## config.mk

```make
export PLATFORM = sky130hd
export DESIGN_NAME = gfc_device_flat
export DESIGN_NICKNAME = d
export VERILOG_FILES = /design/src/rtl/gfc_pkg.sv /design/src/rtl/gfc_if.sv /design/src/rtl/gfc_device.sv /design/src/flat_wrapper.sv
export VERILOG_INCLUDE_DIRS = /design/src /design/src/rtl
export SDC_FILE = /design/constraint.sdc
export NUM_CORES = 1
export LEC_CHECK = 0
export ABC_AREA = 1
export BUFFER_PORTS_ARGS = -buffer_cell sky130_fd_sc_hd__buf_2
export CAP_MARGIN = 20
export CORE_MARGIN = 4
export CORE_UTILIZATION = 45
export DETAILED_ROUTE_END_ITERATION = 6
export GPL_TIMING_DRIVEN = 0
export PLACE_DENSITY = 0.69
export SYNTH_ARGS = -nofsm -noshare
export SYNTH_HDL_FRONTEND = slang
export SYNTH_SLANG_ARGS = --single-unit
```

## constraint.sdc

```tcl
create_clock -name clock_i -period 1.7 [get_ports clock_i]
set_input_delay 0.17 -clock clock_i [delete_from_list [all_inputs] [get_ports clock_i]]
set_output_delay 0.17 -clock clock_i [all_outputs]
set_load 0.02 [all_outputs]
```

## src/rtl/gfc_consts.svh

```systemverilog
// timing counts and field positions for the gated frequency counter
`ifndef GFC_CONSTS_SVH
`define GFC_CONSTS_SVH

// system clock period
`define GFC_CLK_NS 25

// external reference is dropped after this much silence
`define GFC_EXT_HOLD_NS 2000
`define GFC_EXT_HOLD_CYC (`GFC_EXT_HOLD_NS / `GFC_CLK_NS)

// host low times on arm and clear lines (least times, rounded up)
`define GFC_ARM_LOW_NS 100
`define GFC_ARM_LOW_CYC ((`GFC_ARM_LOW_NS + `GFC_CLK_NS - 1) / `GFC_CLK_NS)
`define GFC_CLR_LOW_NS 100
`define GFC_CLR_LOW_CYC ((`GFC_CLR_LOW_NS + `GFC_CLK_NS - 1) / `GFC_CLK_NS)

// widths
`define GFC_ACC_W 26
`define GFC_OPT_W 8
`define GFC_STAT_W 10
`define GFC_STAGES 6

// status port layout
`define GFC_STAT_OPT_LSB 0
`define GFC_STAT_EXT_BIT 8
`define GFC_STAT_GATE_BIT 9

// decade stage values
`define GFC_DEC_LAST 4'h9
`define GFC_DEC_HALF 4'h5

`endif

```

## src/rtl/gfc_pkg.sv

```systemverilog
// types for the gated frequency counter: input select codes for the counter end, sequencer states for the host end
package gfc_pkg;

	// measurement input select codes
	typedef enum logic [1:0] {
		GFC_IN_SOURCE   = 2'h0,
		GFC_IN_ANALYZER = 2'h1,
		GFC_IN_EXT_REF  = 2'h2,
		GFC_IN_INT_REF  = 2'h3
	} gfc_in_sel_t;

	// host sequencer states
	typedef enum logic [1:0] {
		GFC_H_IDLE,
		GFC_H_CLEAR,
		GFC_H_ARM,
		GFC_H_WAIT
	} gfc_host_state_t;

endpackage

```

## src/rtl/gfc_if.sv

```systemverilog
// parallel port lines between the counter and its host
`timescale 1ns/10ps
`include "gfc_consts.svh"

interface gfc_if;
	logic                    input_sel_lo;
	logic                    input_sel_hi;
	logic                    period_sel_b0;
	logic                    period_sel_b1;
	logic                    period_sel_b2;
	logic                    arm_n;
	logic                    acc_clear_n;
	logic [`GFC_ACC_W-1:0]   count;
	logic                    count_done;
	logic [`GFC_STAT_W-1:0]  status;

	modport dev (
		input  input_sel_lo,
		input  input_sel_hi,
		input  period_sel_b0,
		input  period_sel_b1,
		input  period_sel_b2,
		input  arm_n,
		input  acc_clear_n,
		output count,
		output count_done,
		output status
	);

	modport host (
		output input_sel_lo,
		output input_sel_hi,
		output period_sel_b0,
		output period_sel_b1,
		output period_sel_b2,
		output arm_n,
		output acc_clear_n,
		input  count,
		input  count_done,
		input  status
	);
endinterface

```

## src/rtl/gfc_device.sv

```systemverilog
// counter end: reference select, dividers, arm/gate and accumulator
`timescale 1ns/10ps
`include "gfc_consts.svh"

module gfc_device (
	// clock and reset
	input  wire logic                   clock_i,
	input  wire logic                   rst_n_i,
	// host port
	gfc_if.dev                          port,
	// signal inputs
	input  wire logic                   source_freq_i,
	input  wire logic                   analyzer_freq_in_i,
	input  wire logic                   ext_ref_i,
	input  wire logic [`GFC_OPT_W-1:0]  option_sw_i,
	// indicators and clocks
	output logic                        ext_ref_led_o,
	output logic                        armed_led_o,
	output logic                        gate_led_o,
	output logic                        overflow_led_o,
	output logic                        cpu_clk_o
);

	function automatic logic falls(input logic prev, input logic cur);
		falls = prev & ~cur;
	endfunction

	function automatic logic dec_out(input logic [3:0] cnt);
		dec_out = (cnt >= `GFC_DEC_HALF);
	endfunction

	logic [1:0]                  osc_phase;
	logic                        int_ref;
	logic                        int_ref_prev;
	logic                        ext_prev;
	logic [7:0]                  ext_timer;
	logic                        ext_present;
	logic                        ref_sel;
	logic                        ref_prev;
	logic                        ref_rise;
	logic                        meas_in;
	logic [3:0]                  dec_cnt [1:`GFC_STAGES];
	logic [`GFC_STAGES:0]        div_out;
	logic [`GFC_STAGES:0]        div_prev;
	logic [2:0]                  period_sel;
	logic                        pm_out;
	logic                        pm_prev;
	logic                        meas_fall;
	logic                        arm_prev;
	logic                        armed;
	logic                        gate;
	logic                        done;
	logic [`GFC_ACC_W-1:0]       acc;

	// 40 MHz into four phases gives the 10 MHz reference; the processor
	// clock comes from the same source through a halving stage
	always_ff @(posedge clock_i or negedge rst_n_i)
	begin
		if (!rst_n_i)
		begin
			osc_phase    <= 2'h0;
			int_ref_prev <= 1'b0;
			cpu_clk_o    <= 1'b0;
		end
		else
		begin
			osc_phase    <= osc_phase + 2'h1;
			int_ref_prev <= int_ref;
			if (int_ref && !int_ref_prev)
				cpu_clk_o <= ~cpu_clk_o;
		end
	end

	assign int_ref = osc_phase[1];

	// activity detector: any edge retriggers the hold timer
	always_ff @(posedge clock_i or negedge rst_n_i)
	begin
		if (!rst_n_i)
		begin
			ext_prev  <= 1'b0;
			ext_timer <= 8'h00;
			ref_prev  <= 1'b0;
		end
		else
		begin
			ext_prev <= ext_ref_i;
			ref_prev <= ref_sel;
			if (ext_prev != ext_ref_i)
				ext_timer <= 8'(`GFC_EXT_HOLD_CYC);
			else if (ext_timer != 8'h00)
				ext_timer <= ext_timer - 8'h01;
		end
	end

	assign ext_present = (ext_timer != 8'h00);
	assign ref_sel     = ext_present ? ext_prev : int_ref;
	assign ref_rise    = ref_sel & ~ref_prev;

	// measurement input multiplexer
	always_comb
	begin
		case (gfc_pkg::gfc_in_sel_t'({port.input_sel_hi, port.input_sel_lo}))
			gfc_pkg::GFC_IN_SOURCE:   meas_in = source_freq_i;
			gfc_pkg::GFC_IN_ANALYZER: meas_in = analyzer_freq_in_i;
			gfc_pkg::GFC_IN_EXT_REF:  meas_in = ext_prev;
			gfc_pkg::GFC_IN_INT_REF:  meas_in = int_ref;
			default:                  meas_in = 1'b0;
		endcase
	end

	// divider outputs; the divide-by-one tap is also held high on preset
	always_comb
	begin
		div_out[0] = !port.arm_n | meas_in;
		for (int k = 1; k <= `GFC_STAGES; k++)
			div_out[k] = dec_out(dec_cnt[k]);
	end

	// ripple chain: each stage steps on the fall of the one before,
	// one clock late per stage, as a ripple counter would be
	always_ff @(posedge clock_i or negedge rst_n_i)
	begin
		if (!rst_n_i)
		begin
			div_prev <= '1;
			for (int k = 1; k <= `GFC_STAGES; k++)
				dec_cnt[k] <= `GFC_DEC_LAST;
		end
		else if (!port.arm_n)
		begin
			div_prev <= '1;
			for (int k = 1; k <= `GFC_STAGES; k++)
				dec_cnt[k] <= `GFC_DEC_LAST;
		end
		else
		begin
			div_prev <= div_out;
			for (int k = 1; k <= `GFC_STAGES; k++)
				if (falls(div_prev[k-1], div_out[k-1]))
					dec_cnt[k] <= (dec_cnt[k] == `GFC_DEC_LAST) ?
						4'h0 : dec_cnt[k] + 4'h1;
		end
	end

	// period multiplexer; codes above the last decade take the longest
	assign period_sel = {port.period_sel_b2, port.period_sel_b1,
		port.period_sel_b0};

	always_comb
	begin
		if (period_sel >= 3'(`GFC_STAGES))
			pm_out = div_out[`GFC_STAGES];
		else
			pm_out = div_out[period_sel];
	end

	always_ff @(posedge clock_i or negedge rst_n_i)
	begin
		if (!rst_n_i)
			pm_prev <= 1'b1;
		else
			pm_prev <= pm_out;
	end

	// rising edge of the inverted tap is the gate clock
	assign meas_fall = falls(pm_prev, pm_out);

	// arm latch
	always_ff @(posedge clock_i or negedge rst_n_i)
	begin
		if (!rst_n_i)
		begin
			arm_prev <= 1'b1;
			armed    <= 1'b0;
		end
		else
		begin
			arm_prev <= port.arm_n;
			if (gate)
				armed <= 1'b0;
			else if (port.arm_n && !arm_prev)
				armed <= 1'b1;
		end
	end

	// gate flip-flop: d is the arm latch, so it opens for one period
	always_ff @(posedge clock_i or negedge rst_n_i)
	begin
		if (!rst_n_i)
			gate <= 1'b0;
		else if (!port.arm_n)
			gate <= 1'b0;
		else if (meas_fall)
			gate <= armed;
	end

	// completion flag, dropped by the next arm
	always_ff @(posedge clock_i or negedge rst_n_i)
	begin
		if (!rst_n_i)
			done <= 1'b0;
		else if (!port.arm_n)
			done <= 1'b0;
		else if (gate && meas_fall && !armed)
			done <= 1'b1;
	end

	// accumulator; msb freezes it so it never wraps
	always_ff @(posedge clock_i or negedge rst_n_i)
	begin
		if (!rst_n_i)
			acc <= '0;
		else if (!port.acc_clear_n)
			acc <= '0;
		else if (gate && ref_rise && !acc[`GFC_ACC_W-1])
			acc <= acc + `GFC_ACC_W'(1);
	end

	// host-facing port and indicators
	always_ff @(posedge clock_i or negedge rst_n_i)
	begin
		if (!rst_n_i)
		begin
			port.count      <= '0;
			port.count_done <= 1'b0;
			port.status     <= '0;
			ext_ref_led_o   <= 1'b0;
			armed_led_o     <= 1'b0;
			gate_led_o      <= 1'b0;
			overflow_led_o  <= 1'b0;
		end
		else
		begin
			port.count      <= acc;
			port.count_done <= done;
			port.status     <= {gate, ext_present, option_sw_i};
			ext_ref_led_o   <= ext_present;
			armed_led_o     <= armed;
			gate_led_o      <= gate;
			overflow_led_o  <= acc[`GFC_ACC_W-1];
		end
	end

endmodule

```

## src/flat_wrapper.sv

```systemverilog
// flat-port wrapper written by rule: the top's interface ports become plain ports
module gfc_device_flat 
  (clock_i, rst_n_i, source_freq_i, analyzer_freq_in_i, ext_ref_i, option_sw_i, ext_ref_led_o, armed_led_o, gate_led_o, overflow_led_o, cpu_clk_o, port_input_sel_lo, port_input_sel_hi, port_period_sel_b0, port_period_sel_b1, port_period_sel_b2, port_arm_n, port_acc_clear_n, port_count, port_count_done, port_status);
  gfc_if port_i ();
  input  wire logic clock_i;
  input  wire logic rst_n_i;
  input  wire logic source_freq_i;
  input  wire logic analyzer_freq_in_i;
  input  wire logic ext_ref_i;
  input  wire logic [`GFC_OPT_W-1:0] option_sw_i;
  output logic ext_ref_led_o;
  output logic armed_led_o;
  output logic gate_led_o;
  output logic overflow_led_o;
  output logic cpu_clk_o;
  input wire logic [$bits(port_i.input_sel_lo)-1:0] port_input_sel_lo;
  input wire logic [$bits(port_i.input_sel_hi)-1:0] port_input_sel_hi;
  input wire logic [$bits(port_i.period_sel_b0)-1:0] port_period_sel_b0;
  input wire logic [$bits(port_i.period_sel_b1)-1:0] port_period_sel_b1;
  input wire logic [$bits(port_i.period_sel_b2)-1:0] port_period_sel_b2;
  input wire logic [$bits(port_i.arm_n)-1:0] port_arm_n;
  input wire logic [$bits(port_i.acc_clear_n)-1:0] port_acc_clear_n;
  output wire logic [$bits(port_i.count)-1:0] port_count;
  output wire logic [$bits(port_i.count_done)-1:0] port_count_done;
  output wire logic [$bits(port_i.status)-1:0] port_status;
  assign port_i.input_sel_lo = port_input_sel_lo;
  assign port_i.input_sel_hi = port_input_sel_hi;
  assign port_i.period_sel_b0 = port_period_sel_b0;
  assign port_i.period_sel_b1 = port_period_sel_b1;
  assign port_i.period_sel_b2 = port_period_sel_b2;
  assign port_i.arm_n = port_arm_n;
  assign port_i.acc_clear_n = port_acc_clear_n;
  assign port_count = port_i.count;
  assign port_count_done = port_i.count_done;
  assign port_status = port_i.status;
  gfc_device u_core (.clock_i(clock_i), .rst_n_i(rst_n_i), .port(port_i), .source_freq_i(source_freq_i), .analyzer_freq_in_i(analyzer_freq_in_i), .ext_ref_i(ext_ref_i), .option_sw_i(option_sw_i), .ext_ref_led_o(ext_ref_led_o), .armed_led_o(armed_led_o), .gate_led_o(gate_led_o), .overflow_led_o(overflow_led_o), .cpu_clk_o(cpu_clk_o));
endmodule
```

Word level (Yosys, flattened, before mapping):

Cells that the tools add are included.

* flip-flop bits (word level): 116
* bits of input ports: 20
* output and inout port bits: 42
* word-level logic and storage cells: 124

* add/subtract/negate cells: 9
* order comparisons: 8
* eq/ne operators: 19
* multiplexer cells: 29
* bitwise operators: 18
* reduce and logical (&&, ||, !) cells: 15

Operators with widths (number)
* $mux 26: 2
* $mux 4: 12
* $add 26x1->26 const B: 1
* $add 4x1->4 const B: 6
* $eq 4x4->1 const B: 6
* $ge 4x3->1 const B: 6
* $mux 24: 1
* $ne 2x1->1 const B: 9
* $mux 8: 2
* $mux 1: 9
* $not 1->1: 9
* $and 1x1->1: 8
* $reduce_bool 8->1: 1
* $sub 8x1->8 const B: 1
* $logic_and 1x1->1: 6
* $mux 6: 1
* $logic_not 1->1: 5
* $eq 2x2->1 const B: 2
* $lt 3x4->1 const B: 1
* $pmux 1 s4: 1
* $reduce_bool 2->1: 2
* $bmux 1 s3: 1
* $ge 3x3->1 const B: 1
* $add 2x1->2 const B: 1
* 4 further kinds: 4

Longest topological paths before layout:

Gate-level depths: netlist of the first run.

* depth in word-level cells: 12
* depth in mapped cells: 13
* mapped depth without buffers: 12

Worst setup path after synthesis of the first run:

Ideal clock, no wire load.

* kind: register to register
* from: register u_core.ext_timer[0]
* to: register u_core.acc[17]
* setup time: 0.117 ns
* data arrival time: 1.620 ns
* required time: 1.583 ns
* setup slack: -0.037 ns
* cell stages (with the launch flop): 14
* path buffers: 2
* period minus slack after synthesis: 1.737 ns
* cell sequence: dfrtp_1 -> inv_1 -> ha_1 -> nand3_1 -> nor3_4 -> inv_2 -> nand2_2 -> nand2_2 -> nand4_4 -> nand2_2 -> buf_6 -> buf_6 -> nand2_1 -> nand2_1

* word-level cells in the longest chain between the ends: 6

Ends and longest elaborated chain
* start: declaration: line gfc_device.sv:36 `logic [7:0] ext_timer;`
* start signal: assignment: line gfc_device.sv:90 `` ext_timer <= 8'(`GFC_EXT_HOLD_CYC); ``
* start signal: assignment: line gfc_device.sv:92 `ext_timer <= ext_timer - 8'h01;`
* $reduce_bool 8->1: line gfc_device.sv:96 `assign ext_present = (ext_timer != 8'h00);`
* net u_core.ext_present: line gfc_device.sv:37 `logic ext_present;`
* $mux 1: line gfc_device.sv:97 `assign ref_sel = ext_present ? ext_prev : int_ref;`
* net u_core.ref_sel: line gfc_device.sv:38 `logic ref_sel;`
* $and 1x1->1: line gfc_device.sv:98 `assign ref_rise = ref_sel & ~ref_prev;`
* $logic_and 1x1->1 (2 in a row): line gfc_device.sv:216 `` else if (gate && ref_rise && !acc[`GFC_ACC_W-1]) ``
* $ne 2x1->1 (no line)
* end signal: assignment: line gfc_device.sv:217 `` acc <= acc + `GFC_ACC_W'(1); ``
* end: declaration: line gfc_device.sv:53 `` logic [`GFC_ACC_W-1:0] acc; ``

The timed path passes the listed nets, and every way through them passes these cells.
A chain may end at the register's enable or synchronous reset.

Worst setup path after layout of the first run:

* from: register u_core.ext_timer[1]
* to: register u_core.acc[17]

* word-level cells in the longest chain between the ends: 6

Ends and longest elaborated chain (line)
* $reduce_bool 8->1: gfc_device.sv:96
* $mux 1: gfc_device.sv:97
* net u_core.ref_sel: gfc_device.sv:38
* $and 1x1->1: gfc_device.sv:98
* $logic_and 1x1->1 (2 in a row): gfc_device.sv:216
* $ne 2x1->1 (no line)

The timed path passes the listed nets, and every way through them passes these cells.

==> reports/qor.txt, run 1 <==
status: finished, violations left
failing checks: negative setup slack
Fmax achieved: 557 MHz
gpl congestion: 0.937
GRT Resource Usage Total: 19.2%
finished layout cell area: 0.00684 mm2
CTS Sinks: 113
IO Pins: 62
Setup Crit Path Kind: reg -> reg
Final Hold Fails: 0
Cells after Synth: 615
crit path launch type: flop
Net Sw Power: 0.00203 W
EDFF count, synth: 0
setup ws final: -0.0959 ns
Hold Crit Class: in -> reg
clock share of power: 45.8%
1st-iter DRT viols: 363
PwrDens: 1140 mW/mm2
max-cap viol count: 0
first-pass GRT wire length: 20,000 um
CP Max Fanout: 7
num rows: 38
yosys warns: 0
most numerous cell in the Yosys netlist: nand2_1
# diodes: 0
CTS tree: built
non-filler instance count after layout: 882
# port buffers: 61
number of synthesized register bits: 113
Clock transition at path regs: 0.05 ns
H-Tree Depth: 4
Core ar.: 0.0111 mm2
hold path depth: 3
fill cell count: 902
Peak VDD IR: 0.000693 V
Initial Util: 46.8%
Async SR Flop Fraction: 100%
Inst Count DP: 817
r2r setup slk: -0.1 ns
Area Overhead vs Synth: 31.9%
Worst EP arrival: 2.14 ns
Via density: 5.16
vias in the first global route: 4,396
critical path required time: 2.05 ns
synth unique cells: 32
register share of total power: 39.8%
gr ovfl total: 0
met2 wire length: 6240 um
RR Endpoint: u_core.acc[17]
min cycle time layout: 1.80 ns
dpl cell area: 0.00571 mm2
met3 wire len: 680 um
switching power share of the total: 26.0%
largest area contributor in the netlist: dfrtp_1
Post-synth top cells: nand2_1, dfrtp_1, inv_1, nor2_1, nand3_1
Internal: 0.00578 W
antenna viol nets, final: 0
Area contributors post-synth: dfrtp_1, nand2_1, dfstp_2
combinational share of power: 14.4%
Slew Viols, Final: 0
CTS Buffer Depth: 2
Total Power: 0.00781 W
Synth Net Count: 638
final core utilization: 61.7%
Max transition margin: 59.3%
fraction of layout cells with a size suffix above 1: 25.9%
clk_skew: 0.00832 ns
area of the mapped netlist: 0.00518 mm2
reg2reg path depth: 12
WL per Instance: 14.0 um
DRC Markers: 0
post-synth top area share: 44.9%
Post-DP HPWL: 8070 um
Hold Crit Endpoint: u_core.acc[1]
Syn Area/Cell: 8.43 um2
top sig layer: met4
largest net degree at the start of global routing: 67
post-synthesis sequential area ratio: 55.0%
CTS buffer count: 17
via count: 4,549
RSZ-0062 raised after global routing: yes
wire length on met1: 5220 um
Reg-to-Reg Start: u_core.ext_timer[1]
worst slew pin tran: 0.610 ns
die area: 0.0133 mm2
setup violators final: 26
ys flop type: dfrtp_1
Die Ht: 115 um
drt pass-1 iters: 5
Hold Startpoint: port_acc_clear_n
crit end category: flop
Root Buffer: clkbuf_16
initial antenna violation count: 0
Clk Latency, worst-skew pair: 0.41 ns
LEAKAGE: 3.49 nW
drt total wl: 12,400 um
Die Span X: 115 um
final worst-path cycle share: 106%
Final nets: 752
[cells by family after synthesis]
| family | after synthesis | synth area share [%] |
|---|---|---|
| and+or+nand+nor | 320 | 26.7 |
| DFF | 113 | 55.0 |
| buffers and inverters | 95 | 7.48 |
| AOI/OAI and AO/OA | 64 | 6.68 |
| xor gates and xnor gates | 19 | 3.21 |
| adders and majority gates | 3 | 0.724 |
| muxes | 1 | 0.217 |
[power groups by stage]
stage | logic [W] | registers, W | clock network, W
6_report | 0.00113 | 0.00310 | 0.00358
3_3_place_gp | 0.000913 | 0.00313 | 0
4_1_cts | 0.00104 | 0.00310 | 0.00365
3_5_place_dp | 0.000956 | 0.00314 | 0
5_1_grt | 0.00127 | 0.00313 | 0.00377
2_1_floorplan | 0.000653 | 0.00314 | 0
[layout by cell type, fill, tap and decap left out, types with 11 or more instances in the layout]
cell type and n:
nand4_1 11, nand2_1 138, buf_4 22, a21oi_1 24, nor3_1 15, nand3_1 50
xor2_1 15, inv_1 72, nor2_1 65, dfstp_2 20, dlygate4sd3_1 11, buf_2 62
nand2_2 16, dfrtp_1 93, clkbuf_16 19, o21ai_0 16
[state kept, by name, summed over array words and instances, names as in the netlist, 2 cells and up]
signal	count
u_core.acc	26
u_core.port.count	25
u_core.dec_cnt	24
u_core.port.status	9
u_core.ext_timer	8
u_core.div_prev	6
u_core.osc_phase	2
[worst max-delay path by stage]
| stage | start | end | cells after the start |
|---|---|---|---|
| finish | u_core.ext_timer[1] | u_core.acc[17] | 12 |
| floorplan | u_core.ext_timer[0] | u_core.acc[2] | 13 |
| global route | u_core.acc[6] | u_core.acc[22] | 9 |
| detailed placement | u_core.acc[0] | u_core.acc[14] | 9 |
| CTS | u_core.ext_timer[1] | u_core.acc[2] | 12 |
| global placement | rst_n_i | u_core.port.count[20] | 1 |
[layout make-up]
class | count | area, um2 | share of cell area [%]
plain buffers | 17 | 119 | 1.74
clock inverters | 12 | 138 | 2.01
repair buffers | 95 | 662 | 9.68
multi-input cells | 407 | 2130 | 31.2
inverters | 78 | 293 | 4.28
clock buffers | 20 | 467 | 6.82
well taps | 140 | 175 | 2.56
flip-flops and latches | 113 | 2850 | 41.7
[routing by layer]
layer	up-vias	GRT usage [%]
met5	-	0
met1	2178	24.5
met2	143	30.4
li1	2200	-
met4	0	7.90
met3	28	5.95
[stage by stage]
stage | hold slack [ns] | setup TNS [ns] | setup slack, ns
finish | 0.0707 | -2.01 | -0.0959
global route | 0.0942 | -4.77 | -0.221
CTS | 0.0563 | -0.350 | -0.0420
detailed placement | 0.230 | -4.61 | -0.291
global placement | 0.279 | -83.21 | -0.808
floorplan | -0.126 | -0.109 | -0.0112
[critical path: stages (launching register included)]
cell and delay (ns):
dfrtp_1 0.38, inv_2 0.08, ha_4 0.15, nand3_4 0.07, nor3_4 0.18, nand2_1 0.10, nand2_2 0.11, nand4_4 0.15
nand2_4 0.12, buf_8 0.14, buf_8 0.14, nand2_1 0.05, nand2_1 0.06
[repair_timing]
item	CTS	global route
endpoints found under the setup margin	24	30
pin swaps	4	3
hold endpoints to repair	58	0
hold buffers	11	0
gates resized for setup	17	47
buffers inserted	10	10
cloned	0	2
Power figures use the tool's default switching activity.
==> inputs of run 2 (changes only) <==
Settings changed: PLACE_DENSITY 0.69 to 0.67.
==> run 2 against run 1 <==
The flow still finishes with violations (negative setup slack). Critical path depth unchanged. Design area decreased by 1.1%. First-iteration DRC count unchanged. Sequential power about the same. Sequential share of layout area increased by 0.47 points. Utilization decreased by 0.66 points. Die area unchanged. Highest routed layer unchanged.
==> reports/qor.txt, run 2 (synthesis gave the netlist of run 1 again) <==
pre-CTS worst setup slack: -0.342 ns
drt total wl: 12,100 um
CP Max Fanout: 7
min cycle time layout: 1.78 ns
commonest non-fill, non-tap cells in the layout: nand2_1, dfrtp_1, inv_1
vias in the first global route: 4,580
Net Sw Power: 0.00200 W
crit path launch type: flop
clock share of power: 48.8%
gr busiest metal: met2
RSZ-0062 raised after global routing: yes
commonest non-fill, non-tap cell in the layout: nand2_1
setup ws final: -0.0768 ns
Max transition margin: 64.2%
CTS buffer count: 17
Internal: 0.00616 W
setup violators final: 21
status: finished, violations left
Final nets: 746
LEAKAGE: 3.42 nW
Final Hold Fails: 0
final worst-path cycle share: 105%
1st-iter DRT viols: 363
Fmax achieved: 563 MHz
Hold Crit Class: in -> reg
gr ovfl total: 0
Area Overhead vs Synth: 30.5%
Via density: 5.06
fraction of layout cells with a size suffix above 1: 24.3%
first-pass GRT wire length: 20,800 um
initial antenna violation count: 0
die area: 0.0133 mm2
Worst EP arrival: 2.12 ns
area of the multi-input gates: 0.00208 mm2
Clk Latency, worst-skew pair: 0.41 ns
TNS Setup: -1.35 ns
Top reg by flops: u_core.acc
DRC Markers: 0
Peak VDD IR: 0.00133 V
# port buffers: 61
largest registers: u_core.acc: 26 flops, u_core.port.count: 25 flops, u_core.dec_cnt: 24 flops
CTS tree: built
Setup Crit Path Kind: reg -> reg
switching power share of the total: 24.5%
Hold WS: 0.0496 ns
antenna viol nets, final: 0
Sequential cell area: 0.00285 mm2
Largest register FFs: 26
H-Tree Depth: 4
GR Layer Usage met2: 32.8%
critical path required time: 2.05 ns
via count: 4,435
Die Ht: 115 um
Root Buffer: clkbuf_16
crit end category: flop
Post-DP HPWL: 8110 um
clk_skew: 0.00740 ns
# diodes: 0
grt met3 use: 5.58%
Clock transition at path regs: 0.05 ns
drt pass-1 iters: 6
failing checks: negative setup slack
max-cap viol count: 0
Die Span X: 115 um
Slew Viols, Final: 0
CTS Buffer Depth: 2
IO Pins: 62
CTS Sinks: 113
GRT Resource Usage Total: 20.1%
gpl congestion: 0.937
combinational share of power: 13.2%
num rows: 38
Total Power: 0.00816 W
Initial Util: 46.8%
Core ar.: 0.0111 mm2
PwrDens: 1210 mW/mm2
largest net degree at the start of global routing: 76
met1 Use GR: 24.7%
worst slew pin tran: 0.537 ns
fill cell count: 938
register share of total power: 38.0%
WL per Instance: 13.8 um
==> run 2: changes by cell type in the layout (fill, tap and decap cells not counted), sizes merged <==
cell    previous run  this run
clkinv             9         5
buf               93        88
bufinv             3         6
==> run 2: worst max-delay path: stages (launching register included) <==
cell	delay (ns)
dfrtp_1	0.39
inv_2	0.08
ha_4	0.14
nand3_4	0.07
nor3_4	0.16
nand2_1	0.09
nand2_2	0.11
nand4_4	0.15
nand2_2	0.13
buf_8	0.14
buf_8	0.14
nand2_2	0.05
nand2_2	0.05
==> run 2: routing by layer <==
| layer | share of wire [%] | vias to the layer above |
|---|---|---|
| met5 | 0 | - |
| met4 | 2.0 | 0 |
| met3 | 4.7 | 26 |
| met2 | 49 | 120 |
| met1 | 44 | 2098 |
| li1 | - | 2191 |
==> run 2: power groups by stage <==
stage / combinational, W / clock, W / sequential, W
after floorplan: 0.000653 / 0 / 0.00314
after global placement: 0.000915 / 0 / 0.00313
after detailed placement: 0.000965 / 0 / 0.00314
after CTS: 0.00106 / 0.00405 / 0.00310
after global routing: 0.00123 / 0.00420 / 0.00313
final: 0.00108 / 0.00398 / 0.00310
==> run 2: path summary, 6_finish.rpt <==
check / startpoint / end / slack [ns] / depth (start not counted)
hold reg to reg: u_core.acc[15] / u_core.port.count[15] / 0.37 / 0
setup reg to reg: u_core.ext_timer[1] / u_core.acc[22] / -0.08 / 12
setup / recovery: u_core.ext_timer[1] / u_core.acc[22] / -0.08 / 12
hold / removal: port_acc_clear_n / u_core.acc[1] / 0.05 / 3
max in group asynchronous: rst_n_i / u_core.dec_cnt[19] / 0.67 / 3
min in group asynchronous: rst_n_i / u_core.ext_timer[7] / 0.27 / 2
==> run 2: cell type report <==
cell class	count	share of cell area, %
inverter	78	4.33
sequential	113	42.2
timing repair buffer	89	8.76
buffer	17	1.55
tap	140	2.59
clock inverter	11	3.07
clock buffer	21	6.80
multi-input combinational	407	30.7
==> run 2: through the flow <==
stage / cells / utilization (%) / instance area [um2]
final: 876 / 61.1 / 6770
after global routing: 876 / 61.1 / 6770
after CTS: 873 / 60.2 / 6670
after detailed placement: 817 / 51.6 / 5710
after global placement: 816 / 51.3 / 5680
after floorplan: 615 / - / 5200
==> run 2: timing repair <==
action / in CTS / in global routing
pin swaps: 6 / 0
endpoints found under the hold margin: 34 / 0
hold buffers: 11 / 0
gates resized for setup: 21 / 23
endpoints found under the setup margin: 24 / 28
buffers inserted: 12 / 3
cloned: 1 / 0
==> inputs of run 3 (changes only) <==
Settings changed: ABC_AREA 1 to not set.
==> run 3 against run 2 <==
The flow still finishes with violations (negative setup slack). Design area up 0.68%. Sequential power about the same. Die area down 4.0%. Critical path type unchanged. Sequential share of layout area down 0.25 points. First-iteration DRC count down 42%. Combinational power down 20%. Register-to-register slack worse by 0.33 ns. Via count down 18%. Fmax down 16%. Sequential cell count unchanged.
==> reports/qor.txt, run 3 <==
gr ovfl total: 0
Final nets: 567
antenna viol nets, final: 0
Peak VDD IR: 0.000671 V
CTS tree: built
initial antenna violation count: 0
largest area contributor in the netlist: dfrtp_1
LEAKAGE: 3.07 nW
num rows: 38
Inst Count DP: 627
most numerous cell in the Yosys netlist: dfrtp_1
post-synth top area share: 46.9%
gpl congestion: 0.813
critical path required time: 2.17 ns
Net Sw Power: 0.00181 W
Hold Crit Endpoint: u_core.pm_prev
Slew Viols, Final: 0
r2r setup slk: -0.41 ns
CP peak stage delay: 0.37 ns
RR Endpoint: u_core.acc[8]
final worst-path cycle share: 124%
Core ar.: 0.0108 mm2
synth unique cells: 54
Internal: 0.00567 W
non-filler instance count after layout: 696
number of synthesized register bits: 113
min cycle time layout: 2.11 ns
CP Max Fanout: 6
reg2reg path depth: 11
Worst EP arrival: 2.58 ns
crit path max-delay cell type: dfrtp_1
Setup Crit Path Kind: reg -> reg
Post-synth top cells: dfrtp_1, nand2_1, xor2_1, and2_1, nor2_1
register share of total power: 41.2%
Reg-to-Reg Start: u_core.ext_timer[1]
CTS Sinks: 113
GRT Resource Usage Total: 17.4%
Largest register FFs: 26
CTS Buffer Depth: 2
Initial Util: 46.0%
setup violators final: 35
failing checks: negative setup slack
Cells after Synth: 425
CP delay by family, top: buffers and inverters
drt pass-1 iters: 5
crit end category: flop
status: finished, violations left
yosys warns: 0
Max transition margin: 56.6%
Hold Startpoint: port_period_sel_b0
finished layout cell area: 0.00681 mm2
Synth Net Count: 448
largest net degree at the start of global routing: 74
switching power share of the total: 24.2%
Total Power: 0.00748 W
vias in the first global route: 3,693
clock share of power: 47.3%
fraction of layout cells with a size suffix above 1: 36.2%
H-Tree Depth: 4
first-pass GRT wire length: 17,400 um
Fmax achieved: 474 MHz
area of the mapped netlist: 0.00496 mm2
# port buffers: 61
Hold Crit Class: in -> reg
Top reg by flops: u_core.acc
Die Span X: 113 um
clk_skew: 0.0119 ns
crit path launch type: flop
dpl cell area: 0.00555 mm2
1st-iter DRT viols: 209
commonest non-fill, non-tap cells in the layout: dfrtp_1, buf_2, xor2_1
Post-DP HPWL: 6550 um
EDFF count, synth: 0
Syn Area/Cell: 11.7 um2
TNS Setup: -7.87 ns
Root Buffer: clkbuf_8
Buf/Inv on CP: 5
max-cap viol count: 0
WL per Instance: 15.6 um
Async SR Flop Fraction: 100%
PwrDens: 1100 mW/mm2
combinational share of power: 11.5%
worst slew pin tran: 0.649 ns
ys flop type: dfrtp_1
via count: 3,633
CTS buffer count: 17
Via density: 5.22
hold path depth: 4
# diodes: 0
commonest non-fill, non-tap cell in the layout: dfrtp_1
most used cell, CP: buf_6
die area: 0.0128 mm2
drt total wl: 10,900 um
Die Ht: 113 um
IO Pins: 62
Final Hold Fails: 0
post-synthesis sequential area ratio: 57.5%
Clock transition at path regs: 0.05 ns
RSZ-0062 raised after global routing: yes
Clk Latency, worst-skew pair: 0.53 ns
largest registers: u_core.acc: 26 flops, u_core.port.count: 25 flops, u_core.dec_cnt: 24 flops
DRC Markers: 0
Area contributors post-synth: dfrtp_1, dfstp_2, xor2_1
Area Overhead vs Synth: 37.4%
cells along the critical path: inv_2 > ha_4 > nor3b_4 > buf_6 > a21o_4 > buf_12 > buf_4 > buf_6 > nand2_4 > nor4bb_1 > o21a_1
setup ws final: -0.410 ns
[run 3: logic make-up after synthesis]
group / share of synthesized area [%]
compound gates: 10.6
xor+xnor: 7.24
fa+ha+maj: 0.757
buf+inv: 3.10
flops: 57.5
mux: 2.17
simple gates: 18.6
[run 3: what timing repair did]
item	4_1_cts	5_1_grt
cloned	0	2
setup buffers	10	16
endpoints found under the setup margin	31	39
pin swaps	2	34
hold endpoints to repair	58	0
hold buffers	14	0
gates resized for setup	23	46
[run 3: power groups by stage]
stage	logic, W	clock network, W	registers [W]
after global routing	0.000956	0.00375	0.00311
after detailed placement	0.000673	0	0.00309
after CTS	0.000744	0.00363	0.00306
final	0.000863	0.00353	0.00308
after global placement	0.000642	0	0.00309
after floorplan	0.000436	0	0.00309
[run 3: per-layer routing]
layer,GRT usage [%],routed length (um),up-vias
met5,0,0,-
met1,21.4,4630,1810
met2,27.8,5630,88
met4,7.77,150,0
li1,-,-,1717
met3,6.04,445,18
[run 3: final cells by class]
cell class                 instances  area [um2]
timing repair buffer             104         758
clock buffer                      21         469
multi-input combinational        277        2240
tap                              140         175
sequential                       113        2860
clock inverter                    10         133
inverter                          17        63.8
buffer                            14         115
fill                             805        3980
[run 3: per-stage QoR]
stage | util (%) | setup WS, ns | hold WS, ns
6_report | 63.1 | -0.410 | 0.0537
3_3_place_gp | 51.1 | -0.846 | 0.278
5_1_grt | 63.1 | -0.481 | 0.0720
2_1_floorplan | - | -0.116 | -0.126
3_5_place_dp | 51.4 | -0.376 | 0.200
4_1_cts | 59.8 | -0.252 | 0.0272
[run 3: worst reg2reg max path: stages (launching register included)]
cell	delay (ns)
dfrtp_1	0.37
inv_2	0.07
ha_4	0.16
nor3b_4	0.16
buf_6	0.12
a21o_4	0.23
buf_12	0.15
buf_4	0.13
buf_6	0.11
nand2_4	0.06
nor4bb_1	0.33
o21a_1	0.16
[run 3: worst max-delay path by stage]
stage | start | end | slack, ns | depth (start not counted)
global placement | rst_n_i | u_core.port.count[7] | -0.85 | 1
detailed placement | u_core.acc[2] | u_core.acc[17] | -0.38 | 5
CTS | u_core.ext_timer[1] | u_core.acc[20] | -0.25 | 8
finish | u_core.ext_timer[1] | u_core.acc[8] | -0.41 | 11
global route | u_core.ext_timer[1] | u_core.acc[8] | -0.48 | 11
floorplan | u_core.ext_timer[0] | u_core.acc[25] | -0.12 | 8
